<file path="config.mk">
export PLATFORM = sky130hd
export DESIGN_NAME = tdf_engine
export DESIGN_NICKNAME = d
export VERILOG_FILES = /design/src/core/tdf_pkg.sv /design/src/core/tdf_engine.sv
export VERILOG_INCLUDE_DIRS = /design/src /design/src/core
export SDC_FILE = /design/constraint.sdc
export NUM_CORES = 2
export LEC_CHECK = 0
export BUFFER_PORTS_ARGS = -buffer_cell sky130_fd_sc_hd__buf_2
export CORE_MARGIN = 2
export CORE_UTILIZATION = 57
export DETAILED_ROUTE_END_ITERATION = 7
export PLACE_DENSITY = 0.82
export SLEW_MARGIN = 15
export SYNTH_ARGS = -nofsm -noshare
export SYNTH_HDL_FRONTEND = slang
export SYNTH_SLANG_ARGS = --single-unit
</file>
<file path="constraint.sdc">
create_clock -name clock -period 30.6 [get_ports clock]
set_input_delay 1.53 -clock clock [delete_from_list [all_inputs] [get_ports clock]]
set_output_delay 1.53 -clock clock [all_outputs]
set_load 0.005 [all_outputs]
</file>
<file path="src/core/tdf_defs.svh">
/*
 * Constants of the transmit descriptor field handler: register offsets,
 * field positions inside a fetched descriptor, and reset values.
 * Assumes inclusion by bare name from the package.
 */
`ifndef TDF_DEFS_SVH
`define TDF_DEFS_SVH

// Register offsets on the plain register port
`define TDF_REG_CTRL        8'h00
`define TDF_REG_TABLE_BASE  8'h04
`define TDF_REG_STATUS      8'h08
`define TDF_REG_UNPROV      8'h0c

// Control and status bit positions
`define TDF_CTRL_ENABLE     0
`define TDF_CTRL_FLUSH      1
`define TDF_STAT_BUSY       0
`define TDF_STAT_HI_PEND    1
`define TDF_STAT_LO_PEND    2
`define TDF_STAT_ZERO_ERR   3

// Descriptor geometry
`define TDF_DESC_WORDS      2'h3
`define TDF_IDX_W           15
`define TDF_CHAN_W          10

// Control word (word 1) field positions
`define TDF_W1_CNT_LSB      0
`define TDF_W1_PRI          16
`define TDF_W1_ABORT        17
`define TDF_W1_NOTIFY       18
`define TDF_W1_LAST         19
`define TDF_W1_MORE         20
`define TDF_W1_CHAN_LSB     22

// Reset values
`define TDF_RST_TABLE_BASE  32'h0000_0000

`endif

</file>
<file path="src/core/tdf_pkg.sv">
/*
 * Types of the transmit descriptor field handler.
 * Assumes tdf_defs.svh is on the include path.
 */
package tdf_pkg;
`include "tdf_defs.svh"

    // One descriptor as held in a priority queue
    typedef struct packed {
        logic                   dead;
        logic                   link_valid_flag;
        logic [`TDF_IDX_W-1:0]  dev_next;
        logic [`TDF_IDX_W-1:0]  descriptor_index;
        logic [`TDF_CHAN_W-1:0] channel_code;
        logic                   abort_flag;
        logic                   notify_on_done_flag;
        logic                   chain_last_flag;
        logic                   more_fragments_flag;
        logic                   priority_flag;
        logic [15:0]            byte_count;
        logic [31:0]            buf_addr;
    } tdf_desc_type;

    // One outgoing data word
    typedef struct packed {
        logic [31:0]            data;
        logic [2:0]             nbytes;
        logic [`TDF_CHAN_W-1:0] channel_code;
        logic                   eop;
        logic                   abort;
    } tdf_beat_type;

    typedef enum logic [2:0] {
        S_IDLE, S_DESC, S_PUSH, S_DATA, S_OUT, S_DONE, S_UNPROV
    } tdf_state_type;

endpackage

</file>
<file path="src/core/tdf_engine.sv">
/*
 * Transmit descriptor engine: fetches descriptors from host memory,
 * sorts them into a high and a low priority queue, reads each buffer
 * word by word and streams it out, and returns finished indexes.
 * Assumes a single-clock host memory port with one outstanding read
 * and a plain register port driven from the same clock.
 */
// Notes on behaviour
// - Buffer start address is always valid; data is fetched from it.
// - Byte count gives exact bytes sent; zero count is illegal.
// - Priority flag high queues high, low queues low.
// - Low queue never starts while the high queue holds packets.
// - Abort flag: send all buffer data, then abort the packet.
// - Notify flag pulses done_interrupt once the buffer is fully read.
// - Notify flag also flushes the free-queue cache; clear means neither.
// - Chain-last ends the list; host next pointer followed only otherwise.
// - Channel code selects the transmit channel of the data.
// - Link-valid flag marks the device next pointer valid.
// - Device links same channel and priority; returns head on unprovision.
// - Descriptor address is table base plus sixteen times the index.
// - More-fragments high: part of a packet; low: whole or final part.
`timescale 1ns/1ps
module tdf_engine
    import tdf_pkg::*;
#(
    parameter int QD = 4
) (
    input  wire logic                   clock,
    input  wire logic                   rst,
    // Register port
    input  wire logic [7:0]             reg_addr,
    input  wire logic [31:0]            reg_wdata,
    input  wire logic                   reg_wr,
    input  wire logic                   reg_rd,
    output logic      [31:0]            reg_rdata,
    // Ready descriptor indexes from the host side queue logic
    input  wire logic                   rdy_valid,
    input  wire logic [`TDF_IDX_W-1:0]  rdy_index,
    output logic                        rdy_ready,
    // Host memory read master
    output logic                        mem_req,
    output logic      [31:0]            mem_addr,
    input  wire logic                   mem_rvalid,
    input  wire logic [31:0]            mem_rdata,
    // Outgoing data stream
    output logic                        tx_valid,
    output tdf_beat_type                tx_beat,
    input  wire logic                   tx_ready,
    // Returned indexes and events
    output logic                        free_valid,
    output logic      [`TDF_IDX_W-1:0]  free_index,
    output logic                        free_returned,
    output logic                        done_interrupt,
    output logic                        fq_flush
);
    localparam int PW = $clog2(QD);

    tdf_state_type          state_q;
    tdf_desc_type           rec_q [2][QD];
    logic [PW-1:0]          rd_q  [2];
    logic [PW-1:0]          wr_q  [2];
    logic [PW:0]            cnt_q [2];
    logic [31:0]            dw_q  [3];
    logic [1:0]             wcnt_q;
    logic                   wait_q;
    logic                   enable_q;
    logic                   flush_req_q;
    logic [31:0]            base_q;
    logic                   zero_err_q;
    logic                   unprov_pend_q;
    logic [`TDF_CHAN_W-1:0] unprov_chan_q;
    logic [`TDF_IDX_W+1:0]  unprov_res_q;
    logic                   chain_pend_q;
    logic [`TDF_IDX_W-1:0]  chain_next_q;
    logic [`TDF_IDX_W-1:0]  fetch_idx_q;
    tdf_desc_type           cur_q;
    logic [31:0]            addr_q;
    logic [15:0]            rem_q;

    logic                   space;
    logic                   sel_hi;
    tdf_desc_type           head;
    tdf_desc_type           new_rec;
    logic                   push;
    logic                   pop;
    logic                   take_rdy;
    logic                   start_fetch;
    logic                   is_last_word;
    logic [2:0]             nb;
    logic                   hit_found;
    logic [`TDF_IDX_W-1:0]  hit_index;
    logic                   stat_clr;

    // Queue head selection; high queue always wins
    assign sel_hi = (cnt_q[1] != '0);
    assign head   = rec_q[sel_hi][rd_q[sel_hi]];
    assign space  = (cnt_q[0] != QD[PW:0]) && (cnt_q[1] != QD[PW:0]);

    // Decode of the fetched control word
    always_comb begin
        new_rec                     = '0;
        new_rec.buf_addr            = dw_q[0];
        new_rec.byte_count          = dw_q[1][`TDF_W1_CNT_LSB +: 16];
        new_rec.priority_flag       = dw_q[1][`TDF_W1_PRI];
        new_rec.abort_flag          = dw_q[1][`TDF_W1_ABORT];
        new_rec.notify_on_done_flag = dw_q[1][`TDF_W1_NOTIFY];
        new_rec.chain_last_flag     = dw_q[1][`TDF_W1_LAST];
        new_rec.more_fragments_flag = dw_q[1][`TDF_W1_MORE];
        new_rec.channel_code        = dw_q[1][`TDF_W1_CHAN_LSB +: 10];
        new_rec.descriptor_index    = fetch_idx_q;
        new_rec.link_valid_flag     = 1'b0;
    end

    // Sequencer decisions
    assign take_rdy    = (state_q == S_IDLE) && !unprov_pend_q
                         && !chain_pend_q && enable_q && space;
    assign rdy_ready   = take_rdy;
    assign start_fetch = (take_rdy && rdy_valid)
                         || ((state_q == S_IDLE) && !unprov_pend_q
                             && chain_pend_q && space);
    assign push        = (state_q == S_PUSH);
    assign pop         = (state_q == S_IDLE) && !unprov_pend_q
                         && !start_fetch && enable_q
                         && (cnt_q[0] != '0 || cnt_q[1] != '0);
    assign is_last_word = (rem_q <= 16'h0004);
    assign nb = is_last_word ? rem_q[2:0] : 3'h4;

    // Oldest live entry of the channel being removed, high queue searched first
    always_comb begin
        logic [PW-1:0] pos;
        pos       = '0;
        hit_found = 1'b0;
        hit_index = '0;
        for (int q = 1; q >= 0; q--) begin
            for (int i = 0; i < QD; i++) begin
                pos = rd_q[q] + i[PW-1:0];
                if (i < int'(cnt_q[q]) && !rec_q[q][pos].dead && !hit_found
                    && rec_q[q][pos].channel_code == unprov_chan_q) begin
                    hit_found = 1'b1;
                    hit_index = rec_q[q][pos].descriptor_index;
                end
            end
        end
    end

    // Priority queues with same-channel linking
    always_ff @(posedge clock or posedge rst) begin
        if (rst) begin
            for (int q = 0; q < 2; q++) begin
                rd_q[q]  <= '0;
                wr_q[q]  <= '0;
                cnt_q[q] <= '0;
                for (int i = 0; i < QD; i++) begin
                    rec_q[q][i] <= '0;
                end
            end
        end else begin
            if (push) begin
                for (int q = 0; q < 2; q++) begin
                    if (new_rec.priority_flag == q[0]) begin
                        // Youngest same-channel entry gets the link
                        for (int i = 0; i < QD; i++) begin
                            if (i < int'(cnt_q[q])
                                && rec_q[q][rd_q[q] + i[PW-1:0]].channel_code
                                   == new_rec.channel_code
                                && !rec_q[q][rd_q[q] + i[PW-1:0]].dead
                                && !rec_q[q][rd_q[q] + i[PW-1:0]]
                                    .link_valid_flag) begin
                                rec_q[q][rd_q[q] + i[PW-1:0]].dev_next
                                    <= fetch_idx_q;
                                rec_q[q][rd_q[q] + i[PW-1:0]].link_valid_flag
                                    <= 1'b1;
                            end
                        end
                        rec_q[q][wr_q[q]] <= new_rec;
                        wr_q[q]  <= wr_q[q] + 1'b1;
                    end
                end
            end
            if (pop) begin
                rd_q[sel_hi] <= rd_q[sel_hi] + 1'b1;
            end
            for (int q = 0; q < 2; q++) begin
                cnt_q[q] <= cnt_q[q]
                    + (PW+1)'(push && new_rec.priority_flag == q[0])
                    - (PW+1)'(pop && sel_hi == q[0]);
            end
            // Removal marks every queued entry of the channel dead
            if (state_q == S_UNPROV) begin
                for (int q = 0; q < 2; q++) begin
                    for (int i = 0; i < QD; i++) begin
                        if (rec_q[q][i].channel_code == unprov_chan_q) begin
                            rec_q[q][i].dead <= 1'b1;
                        end
                    end
                end
            end
        end
    end

    // Main sequencer and memory reads
    always_ff @(posedge clock or posedge rst) begin
        if (rst) begin
            state_q      <= S_IDLE;
            wcnt_q       <= '0;
            wait_q       <= 1'b0;
            mem_req      <= 1'b0;
            mem_addr     <= '0;
            fetch_idx_q  <= '0;
            chain_pend_q <= 1'b0;
            chain_next_q <= '0;
            cur_q        <= '0;
            addr_q       <= '0;
            rem_q        <= '0;
            tx_valid     <= 1'b0;
            tx_beat      <= '0;
            for (int k = 0; k < 3; k++) begin
                dw_q[k] <= '0;
            end
        end else begin
            mem_req <= 1'b0;
            case (state_q)
                S_IDLE: begin
                    if (unprov_pend_q) begin
                        state_q <= S_UNPROV;
                    end else if (start_fetch) begin
                        fetch_idx_q  <= chain_pend_q ? chain_next_q
                                                     : rdy_index;
                        chain_pend_q <= 1'b0;
                        wcnt_q       <= '0;
                        state_q      <= S_DESC;
                    end else if (pop && !head.dead) begin
                        cur_q   <= head;
                        addr_q  <= head.buf_addr;
                        rem_q   <= head.byte_count;
                        state_q <= (head.byte_count == '0) ? S_DONE
                                                           : S_DATA;
                    end
                end
                S_DESC: begin
                    // All control words land before any data read
                    if (!wait_q) begin
                        mem_req  <= 1'b1;
                        mem_addr <= base_q
                            + {13'h0, fetch_idx_q, 4'h0}
                            + {28'h0, wcnt_q, 2'h0};
                        wait_q   <= 1'b1;
                    end else if (mem_rvalid) begin
                        dw_q[wcnt_q] <= mem_rdata;
                        wait_q       <= 1'b0;
                        if (wcnt_q == `TDF_DESC_WORDS - 2'h1) begin
                            state_q <= S_PUSH;
                        end
                        wcnt_q <= wcnt_q + 2'h1;
                    end
                end
                S_PUSH: begin
                    // Host next pointer only counts before chain end
                    chain_pend_q <= !new_rec.chain_last_flag;
                    chain_next_q <= dw_q[2][`TDF_IDX_W-1:0];
                    state_q      <= S_IDLE;
                end
                S_DATA: begin
                    if (!wait_q) begin
                        mem_req  <= 1'b1;
                        mem_addr <= addr_q;
                        wait_q   <= 1'b1;
                    end else if (mem_rvalid) begin
                        wait_q               <= 1'b0;
                        tx_valid             <= 1'b1;
                        tx_beat.data         <= mem_rdata;
                        tx_beat.nbytes       <= nb;
                        tx_beat.channel_code <= cur_q.channel_code;
                        // Packet ends on final word unless more follows
                        tx_beat.eop   <= is_last_word
                            && !cur_q.more_fragments_flag;
                        tx_beat.abort <= is_last_word
                            && cur_q.abort_flag;
                        state_q       <= S_OUT;
                    end
                end
                S_OUT: begin
                    if (tx_ready) begin
                        tx_valid <= 1'b0;
                        rem_q    <= rem_q - {13'h0, nb};
                        addr_q   <= addr_q + 32'h4;
                        state_q  <= is_last_word ? S_DONE : S_DATA;
                    end
                end
                S_DONE: begin
                    state_q <= S_IDLE;
                end
                S_UNPROV: begin
                    state_q <= S_IDLE;
                end
                default: begin
                    state_q <= S_IDLE;
                end
            endcase
        end
    end

    // Completion events: interrupt at last read, index return after
    always_ff @(posedge clock or posedge rst) begin
        if (rst) begin
            done_interrupt <= 1'b0;
            fq_flush       <= 1'b0;
            free_valid     <= 1'b0;
            free_index     <= '0;
            free_returned  <= 1'b0;
        end else begin
            done_interrupt <= (state_q == S_DATA) && wait_q && mem_rvalid
                && is_last_word && cur_q.notify_on_done_flag;
            // Notify also empties the free cache so the index goes out now
            fq_flush   <= ((state_q == S_DONE)
                && cur_q.notify_on_done_flag) || flush_req_q;
            free_valid <= (state_q == S_DONE)
                || ((state_q == S_UNPROV) && hit_found);
            free_index <= (state_q == S_UNPROV) ? hit_index
                                                : cur_q.descriptor_index;
            free_returned <= (state_q == S_UNPROV);
        end
    end

    assign stat_clr = reg_wr && (reg_addr == `TDF_REG_STATUS)
                      && reg_wdata[`TDF_STAT_ZERO_ERR];

    // Register writes; flush bit clears itself after one cycle
    always_ff @(posedge clock or posedge rst) begin
        if (rst) begin
            enable_q      <= 1'b0;
            flush_req_q   <= 1'b0;
            base_q        <= `TDF_RST_TABLE_BASE;
            zero_err_q    <= 1'b0;
            unprov_pend_q <= 1'b0;
            unprov_chan_q <= '0;
            unprov_res_q  <= '0;
        end else begin
            flush_req_q <= reg_wr && (reg_addr == `TDF_REG_CTRL)
                           && reg_wdata[`TDF_CTRL_FLUSH];
            if (reg_wr && reg_addr == `TDF_REG_CTRL) begin
                enable_q <= reg_wdata[`TDF_CTRL_ENABLE];
            end
            if (reg_wr && reg_addr == `TDF_REG_TABLE_BASE) begin
                base_q <= {reg_wdata[31:4], 4'h0};
            end
            // A zero count seen in the same cycle as the clear wins
            if (state_q == S_IDLE && pop && !head.dead
                && head.byte_count == '0) begin
                zero_err_q <= 1'b1;
            end else if (stat_clr) begin
                zero_err_q <= 1'b0;
            end
            if (reg_wr && reg_addr == `TDF_REG_UNPROV) begin
                unprov_pend_q <= 1'b1;
                unprov_chan_q <= reg_wdata[`TDF_CHAN_W-1:0];
            end else if (state_q == S_UNPROV) begin
                unprov_pend_q <= 1'b0;
                unprov_res_q  <= {hit_found, 1'b0, hit_index};
            end
        end
    end

    // Read data one cycle after the strobe; unmapped reads give zero
    always_ff @(posedge clock or posedge rst) begin
        if (rst) begin
            reg_rdata <= '0;
        end else if (reg_rd) begin
            case (reg_addr)
                `TDF_REG_CTRL:       reg_rdata <= {31'h0, enable_q};
                `TDF_REG_TABLE_BASE: reg_rdata <= base_q;
                `TDF_REG_STATUS:     reg_rdata <= {28'h0, zero_err_q,
                    cnt_q[0] != '0, cnt_q[1] != '0, state_q != S_IDLE};
                `TDF_REG_UNPROV:     reg_rdata <= {15'h0, unprov_res_q};
                default:             reg_rdata <= '0;
            endcase
        end else begin
            reg_rdata <= '0;
        end
    end

endmodule

</file>
# Yosys cells after proc, flatten, opt, wreduce, memory -nomap -nowiden
# Cells that the tools add are included.
[totals]
reg_bits = 1173
inputBits = 94
output_inout_bits = 133
word_cells = 612
[op_classes]
n_addsub = 18
magnitude_cmp = 34
eq_ne = 49
n_mux = 202
bitwise = 18
n_reduce_logical = 152
[ops]
columns = ["cell", "n"]
rows = [
  ["380-bit two-way mux", 29],
  ["380-bit bitwise mux", 18],
  ["95-bit demux with 2-bit select", 18],
  ["95-bit two-way mux", 20],
  ["95-bit binary-select mux with 2-bit select", 9],
  ["760-bit two-way mux", 1],
  ["94-bit two-way mux", 8],
  ["93-bit two-way mux", 8],
  ["32-bit two-way mux", 8],
  ["10-bit == test", 24],
  ["15-bit two-way mux", 10],
  ["32-bit case mux with 2 select lines", 2],
  ["32-bit case mux with 4 select lines", 1],
  ["96-bit bitwise mux", 1],
  ["1-bit logical AND", 92],
  ["32-bit demux with 2-bit select", 1],
  ["16-bit two-way mux", 4],
  ["1-bit two-way mux", 37],
  ["3-bit >= comparator, second input constant", 12],
  ["3-bit two-way mux", 12],
  ["2-bit NOT with 3-bit output", 12],
  ["3-bit by 1-bit less-than comparator with 1-bit output, second input constant", 11],
  ["32-bit by 19-bit adder with 32-bit output", 1],
  ["32-bit by 3-bit adder with 32-bit output, second input constant", 1],
  ["43 further kinds", 133],
]

# Logic depth before layout (Yosys ltp)
[logic_depth]
ltp_word = 38
ltp_mapped = 16
mapped_depth_nobuf = 12

# Worst setup path after synthesis
# No wires, ideal clock.
[synth_path]
kind = "in2reg"
from = "input rdy_valid"
to = "register cnt_q[5] (netlist bit)"
setup_ns = 0.122
arrival_ns = 3.567
required_ns = 30.478
slack_ns = 26.911
path_stages = 11
path_buffers = 1
cell_sequence = "a21oi_1 and3b_1 clkbuf_1 nand3b_1 nor3_1 ha_1 inv_1 ha_1 inv_1 fa_1 xor2_1"
[synth_via]
elab_chain_cells = 8
[synth_lines]
columns = ["element", "line_no", "source"]
rows = [
  ["start, declared", "tdf_engine.sv:37", "input wire logic rdy_valid,"],
  ["1-bit logical AND", "tdf_engine.sv:118", "assign start_fetch = (take_rdy && rdy_valid)"],
  ["1-bit logical OR", "tdf_engine.sv:119", "|| ((state_q == S_IDLE) && !unprov_pend_q"],
  ["1-bit zero test", "tdf_engine.sv:123", "&& !start_fetch && enable_q"],
  ["1-bit logical AND (2 in series)", "tdf_engine.sv:123", ""],
  ["1-bit logical AND", "tdf_engine.sv:124", "&& (cnt_q[0] != '0 || cnt_q[1] != '0);"],
  ["1-bit logical AND", "tdf_engine.sv:186", "- (PW+1)'(pop && sel_hi == q[0]);"],
  ["3-bit by 1-bit subtractor with 3-bit output", "tdf_engine.sv:186", ""],
  ["end signal, assigned by index", "tdf_engine.sv:184", "cnt_q[q] <= cnt_q[q]"],
  ["end, declared", "tdf_engine.sv:62", "logic [PW:0] cnt_q [2];"],
]
# Every way passes these cells.
# A chain may end at the register's enable or synchronous reset.

# Worst setup path after layout
[layout_path]
from = "register rd_q[1] (netlist bit)"
to = "register unprov_res_q[10]"
[layout_via]
elab_chain_cells = 36
[layout_lines]
columns = ["element", "line_no", "source"]
rows = [
  ["start, declared", "tdf_engine.sv:60", "logic [PW-1:0] rd_q [2];"],
  ["start signal, assigned by index", "tdf_engine.sv:181", "rd_q[sel_hi] <= rd_q[sel_hi] + 1'b1;"],
  ["parallel branches: the longest is 35 deep, another holds 2-bit by 1-bit adder with 2-bit output", "--", ""],
  ["15-bit two-way mux (*)", "tdf_engine.sv:137", "if (i < int'(cnt_q[q]) && !rec_q[q][pos].dead && !hit_found"],
  ["end signal, assigned", "tdf_engine.sv:359", "unprov_res_q <= {hit_found, 1'b0, hit_index};"],
  ["end, declared", "tdf_engine.sv:72", "logic [`TDF_IDX_W+1:0] unprov_res_q;"],
]
# Every way passes the cells marked *. The select of a mux whose other input is x is not followed.

==> results.txt <==
----------------------------------------------------
[Clock tree]
  Sinks on the clock net ... 1011
  Count of buffers added by post-CTS timing repair for setup ... 0
  Number of H-tree branching levels ... 3
  Clk_lat worst skew ... 0.72 ns
  Hold buffer count at cts ... 0
  Clock Root Buffer ... sky130_fd_sc_hd__clkbuf_16
  Post-cts repair resize count ... 0
  Clock tree from TritonCTS ... yes
  TritonCTS buffer count ... 103
  Max Buffers Root-to-Sink ... 3
  Clock slew at reported path FFs ... 0.06 ns

[Place]
  Count of input and output buffers ... 226
  Dpl ws ... 25.33 ns
  Placed wire-length estimate after detailed placement ... 102300 µm
  Final RePlAce weighted congestion ... 0.9809

[Floorplanning]
  Die Span X ... 311.2 µm
  Effective utilization at floorplan ... 57.54%
  Die area ... 96830 µm²
  Number of ports placed on the die boundary ... 227
  Placeable Area ... 93470 µm²
  Cell Rows ... 112
  Die Y-Extent ... 311.2 µm

[Logic synthesis]
  Top cells by area in the synthesized netlist ... sky130_fd_sc_hd__dfrtp_1, sky130_fd_sc_hd__mux2_2, sky130_fd_sc_hd__nand2_1, sky130_fd_sc_hd__mux4_2, sky130_fd_sc_hd__mux2i_1
  Top FF cell, synth ... sky130_fd_sc_hd__dfrtp_1
  Portion of the post-synthesis area used by sequential elements ... 47.04%
  Async set-reset flop share out of synthesis ... 100.0%
  Yosys cell types ... 92
  Post-Synthesis Mean Instance Area ... 11.05 µm²
  Most numerous cell in the Yosys netlist ... sky130_fd_sc_hd__dfrtp_1
  Mapped cell area ... 53790 µm²
  Synthesized instance count ... 4868
  Share of Yosys cell area claimed by the top area cell type ... 47.04%
  Flip-flop and latch count after synthesis ... 1011
  Leading post-synthesis cells by instance count ... sky130_fd_sc_hd__dfrtp_1, sky130_fd_sc_hd__mux2_2, sky130_fd_sc_hd__nand2_1
  Synthesized net count ... 5001
  Number of enable flip-flop cells after synthesis ... 0
  Largest area contributor in the netlist ... sky130_fd_sc_hd__dfrtp_1
  Total of warnings raised by yosys ... 0

[Global route]
  Vias in the first global route ... 40770
  Largest net degree at the start of global routing ... 183
  Total overflow reported by the global router ... 0
  Global-route total usage across every layer ... 32.78%
  Number of antenna violations at the first check in global routing ... 13
  Global-route wire length before repair ... 246700 µm

[STA]
  Tmin final ... 5.317 ns
  Least setup slack across all paths after layout ... 25.28 ns
  Number of max-slew violations in the final report ... 0
  Post-route clock skew ... 0.04450 ns
  Final Hold Violating Endpoints ... 0
  Actual slew at the worst max-slew pin ... 1.233 ns
  # setup viols final ... 0
  RSZ-0062 raised after global routing ... no
  Final period utilization ... 17.37%
  Accumulated negative setup slack ... 0 ns
  Slew headroom ... 17.81%
  Achievable clock frequency ... 188.1 MHz

[Pwr]
  Power density relative to cell area ... 105.3 nW/µm²
  Power share of the clock group ... 21.2%
  Logic pwr share ... 39.8%
  Switching Power ... 2.514 mW
  Share of power burned in registers ... 38.9%
  Maximum ir drop on the vdd rail ... 0.06695 mV
  Internal power component ... 3.718 mW
  Switching Fraction ... 40.34%
  Reported leakage power ... 27.44 nW

[Worst setup path]
  Capturing element type of the critical path ... flop
  Signal arrival time at the worst endpoint ... 5.93 ns
  Startpoint of the worst register-to-register path ... rd_q[1]
  Data required time at the worst endpoint ... 31.21 ns
  Startpoint of the worst setup timing path ... rd_q[1]
  Biggest fanout along the worst timing path ... 57
  Category of the worst setup path launch point ... flop
  CP Class ... reg2reg

[Flow run]
  # Max-Cap Violations ... 0

[Drt]
  Final wirelength ... 160900 µm
  Vias per Instance ... 6.646
  Residual DRC count ... 0
  Count of antenna-violating nets left after detailed routing ... 0
  Total iterations of the first detailed-routing run ... 6
  Post-detailed-route wirelength per cell ... 25.78 µm
  Number of DRC markers after the initial detailed-route iteration ... 4875
  Vias after detailed routing ... 41460

[Layout]
  Net count of the finished layout ... 5022
  Multi-input combinational cell area ... 26870 µm²
  Fraction of final layout cells with drive strength greater than 1 ... 28.73%
  Number of fillers in the final layout ... 6984
  Layout overhead on the synthesized area ... 10.07%
  Register Area ... 25310 µm²

[Hold path]
  Worst hold path startpoint ... mem_addr[0]
  Class of the tightest hold or removal check ... reg2reg

[Status]
  Run status ... finished clean

----------------------------------------------------
==> cells in the final DEF, fill, tap and decap left out, types with 40 or more instances in the layout <==
cell type,synthesis,final
sky130_fd_sc_hd__clkbuf_16,0,103
sky130_fd_sc_hd__o21ai_0,149,149
sky130_fd_sc_hd__mux4_2,95,95
sky130_fd_sc_hd__nand3_1,134,133
sky130_fd_sc_hd__a31oi_1,59,59
sky130_fd_sc_hd__buf_4,6,69
sky130_fd_sc_hd__inv_1,43,40
sky130_fd_sc_hd__dfrtp_1,1011,1007
sky130_fd_sc_hd__mux2i_1,213,209
sky130_fd_sc_hd__buf_2,59,226
sky130_fd_sc_hd__nor2b_1,101,101
sky130_fd_sc_hd__mux2_2,809,809
sky130_fd_sc_hd__xnor2_1,63,63
sky130_fd_sc_hd__nand2_1,571,559
sky130_fd_sc_hd__nor3_1,58,55
sky130_fd_sc_hd__a21oi_1,253,252
sky130_fd_sc_hd__a211oi_1,120,120
sky130_fd_sc_hd__xor2_1,112,112
sky130_fd_sc_hd__nor2_1,201,201
==> state kept, by name, summed over array words and instances, names as in the netlist, 6 cells and up <==
signal	cells
cnt_q	6
fetch_idx_q	15
addr_q	32
unprov_chan_q	10
dw_q	78
free_index	15
rem_q	16
base_q	28
rec_q	616
mem_addr	32
cur_q	28
chain_next_q	15
tx_beat	47
unprov_res_q	16
reg_rdata	32
==> area by class of cell <==
cell class,instances,share of cell area (%)
inverters,44,0.2938
diodes,11,0.04650
clock inverters,34,0.8813
multi-input cells,3433,45.39
well taps,1254,2.650
flip-flops and latches,1011,42.76
clock buffers,156,5.163
repair buffers,296,2.819
==> kinds of logic (layout without fill, tap and decap cells) <==
kind of cell	count (synthesis)	count (layout)	synth area share (%)
fa+ha+maj	39	39	0.9491
xor+xnor	175	175	2.850
other cells	1	12	0.006972
mux	1124	1124	25.11
buf+inv	424	530	3.306
simple gates	1288	1288	11.17
compound gates	806	806	9.568
flops	1011	1011	47.04
==> worst max-delay path, stage by stage (launching register included) <==
cell and delay (ns):
sky130_fd_sc_hd__dfrtp_4 0.59, sky130_fd_sc_hd__buf_4 0.74, sky130_fd_sc_hd__buf_4 0.65, sky130_fd_sc_hd__mux2i_1 0.38, sky130_fd_sc_hd__xnor2_1 0.18, sky130_fd_sc_hd__nor4b_1 0.09
sky130_fd_sc_hd__or3_1 0.43, sky130_fd_sc_hd__and4_1 0.17, sky130_fd_sc_hd__buf_4 0.23, sky130_fd_sc_hd__or3_4 0.61, sky130_fd_sc_hd__nor2_2 0.71, sky130_fd_sc_hd__a21oi_1 0.20
sky130_fd_sc_hd__a31oi_1 0.23
==> layer usage <==
metal / track usage [%] / vias to the layer above / share of wire [%]
met2: 51.22 / 2344 / 46
met3: 6.345 / 584 / 9.1
met1: 42.59 / 20870 / 38
met5: 0 / - / 0.0087
li1: - / 17670 / -
met4: 19.75 / 2 / 7.1
==> worst paths after layout <==
kind / to / depth (start not counted) / slack, ns
worst max-delay path: unprov_res_q[10] / 12 / 25.28
min in group asynchronous: tx_beat[40] / 2 / 0.94
max in group asynchronous: rec_q[583] / 5 / 26.20
worst min register to register: mem_addr[0] / 2 / 0.47
worst max register to register: unprov_res_q[10] / 12 / 25.28
worst min-delay path: mem_addr[0] / 2 / 0.47
==> stage by stage <==
stage,std cells,hold slack [ns],power (mW),cell area (µm²),util (%)
global placement,6038,0.4506,4.706,55590,59.47
floorplan,4868,0.4129,4.050,53790,-
finish,6239,0.4657,6.233,59200,63.34
global route,6236,0.4974,6.522,59190,63.33
CTS,6228,0.4651,6.165,59170,63.31
detailed placement,6038,0.4518,4.818,55600,59.48
==> power by group through the flow <==
stage / Clock (mW) / Combinational (mW) / Sequential, mW
after floorplan: 0 / 1.89 / 2.16
after global routing: 1.39 / 2.65 / 2.48
after CTS: 1.33 / 2.44 / 2.40
after global placement: 0 / 2.33 / 2.38
final: 1.32 / 2.48 / 2.43
after detailed placement: 0 / 2.41 / 2.41
No activity file was read; power rests on OpenSTA's default activity.
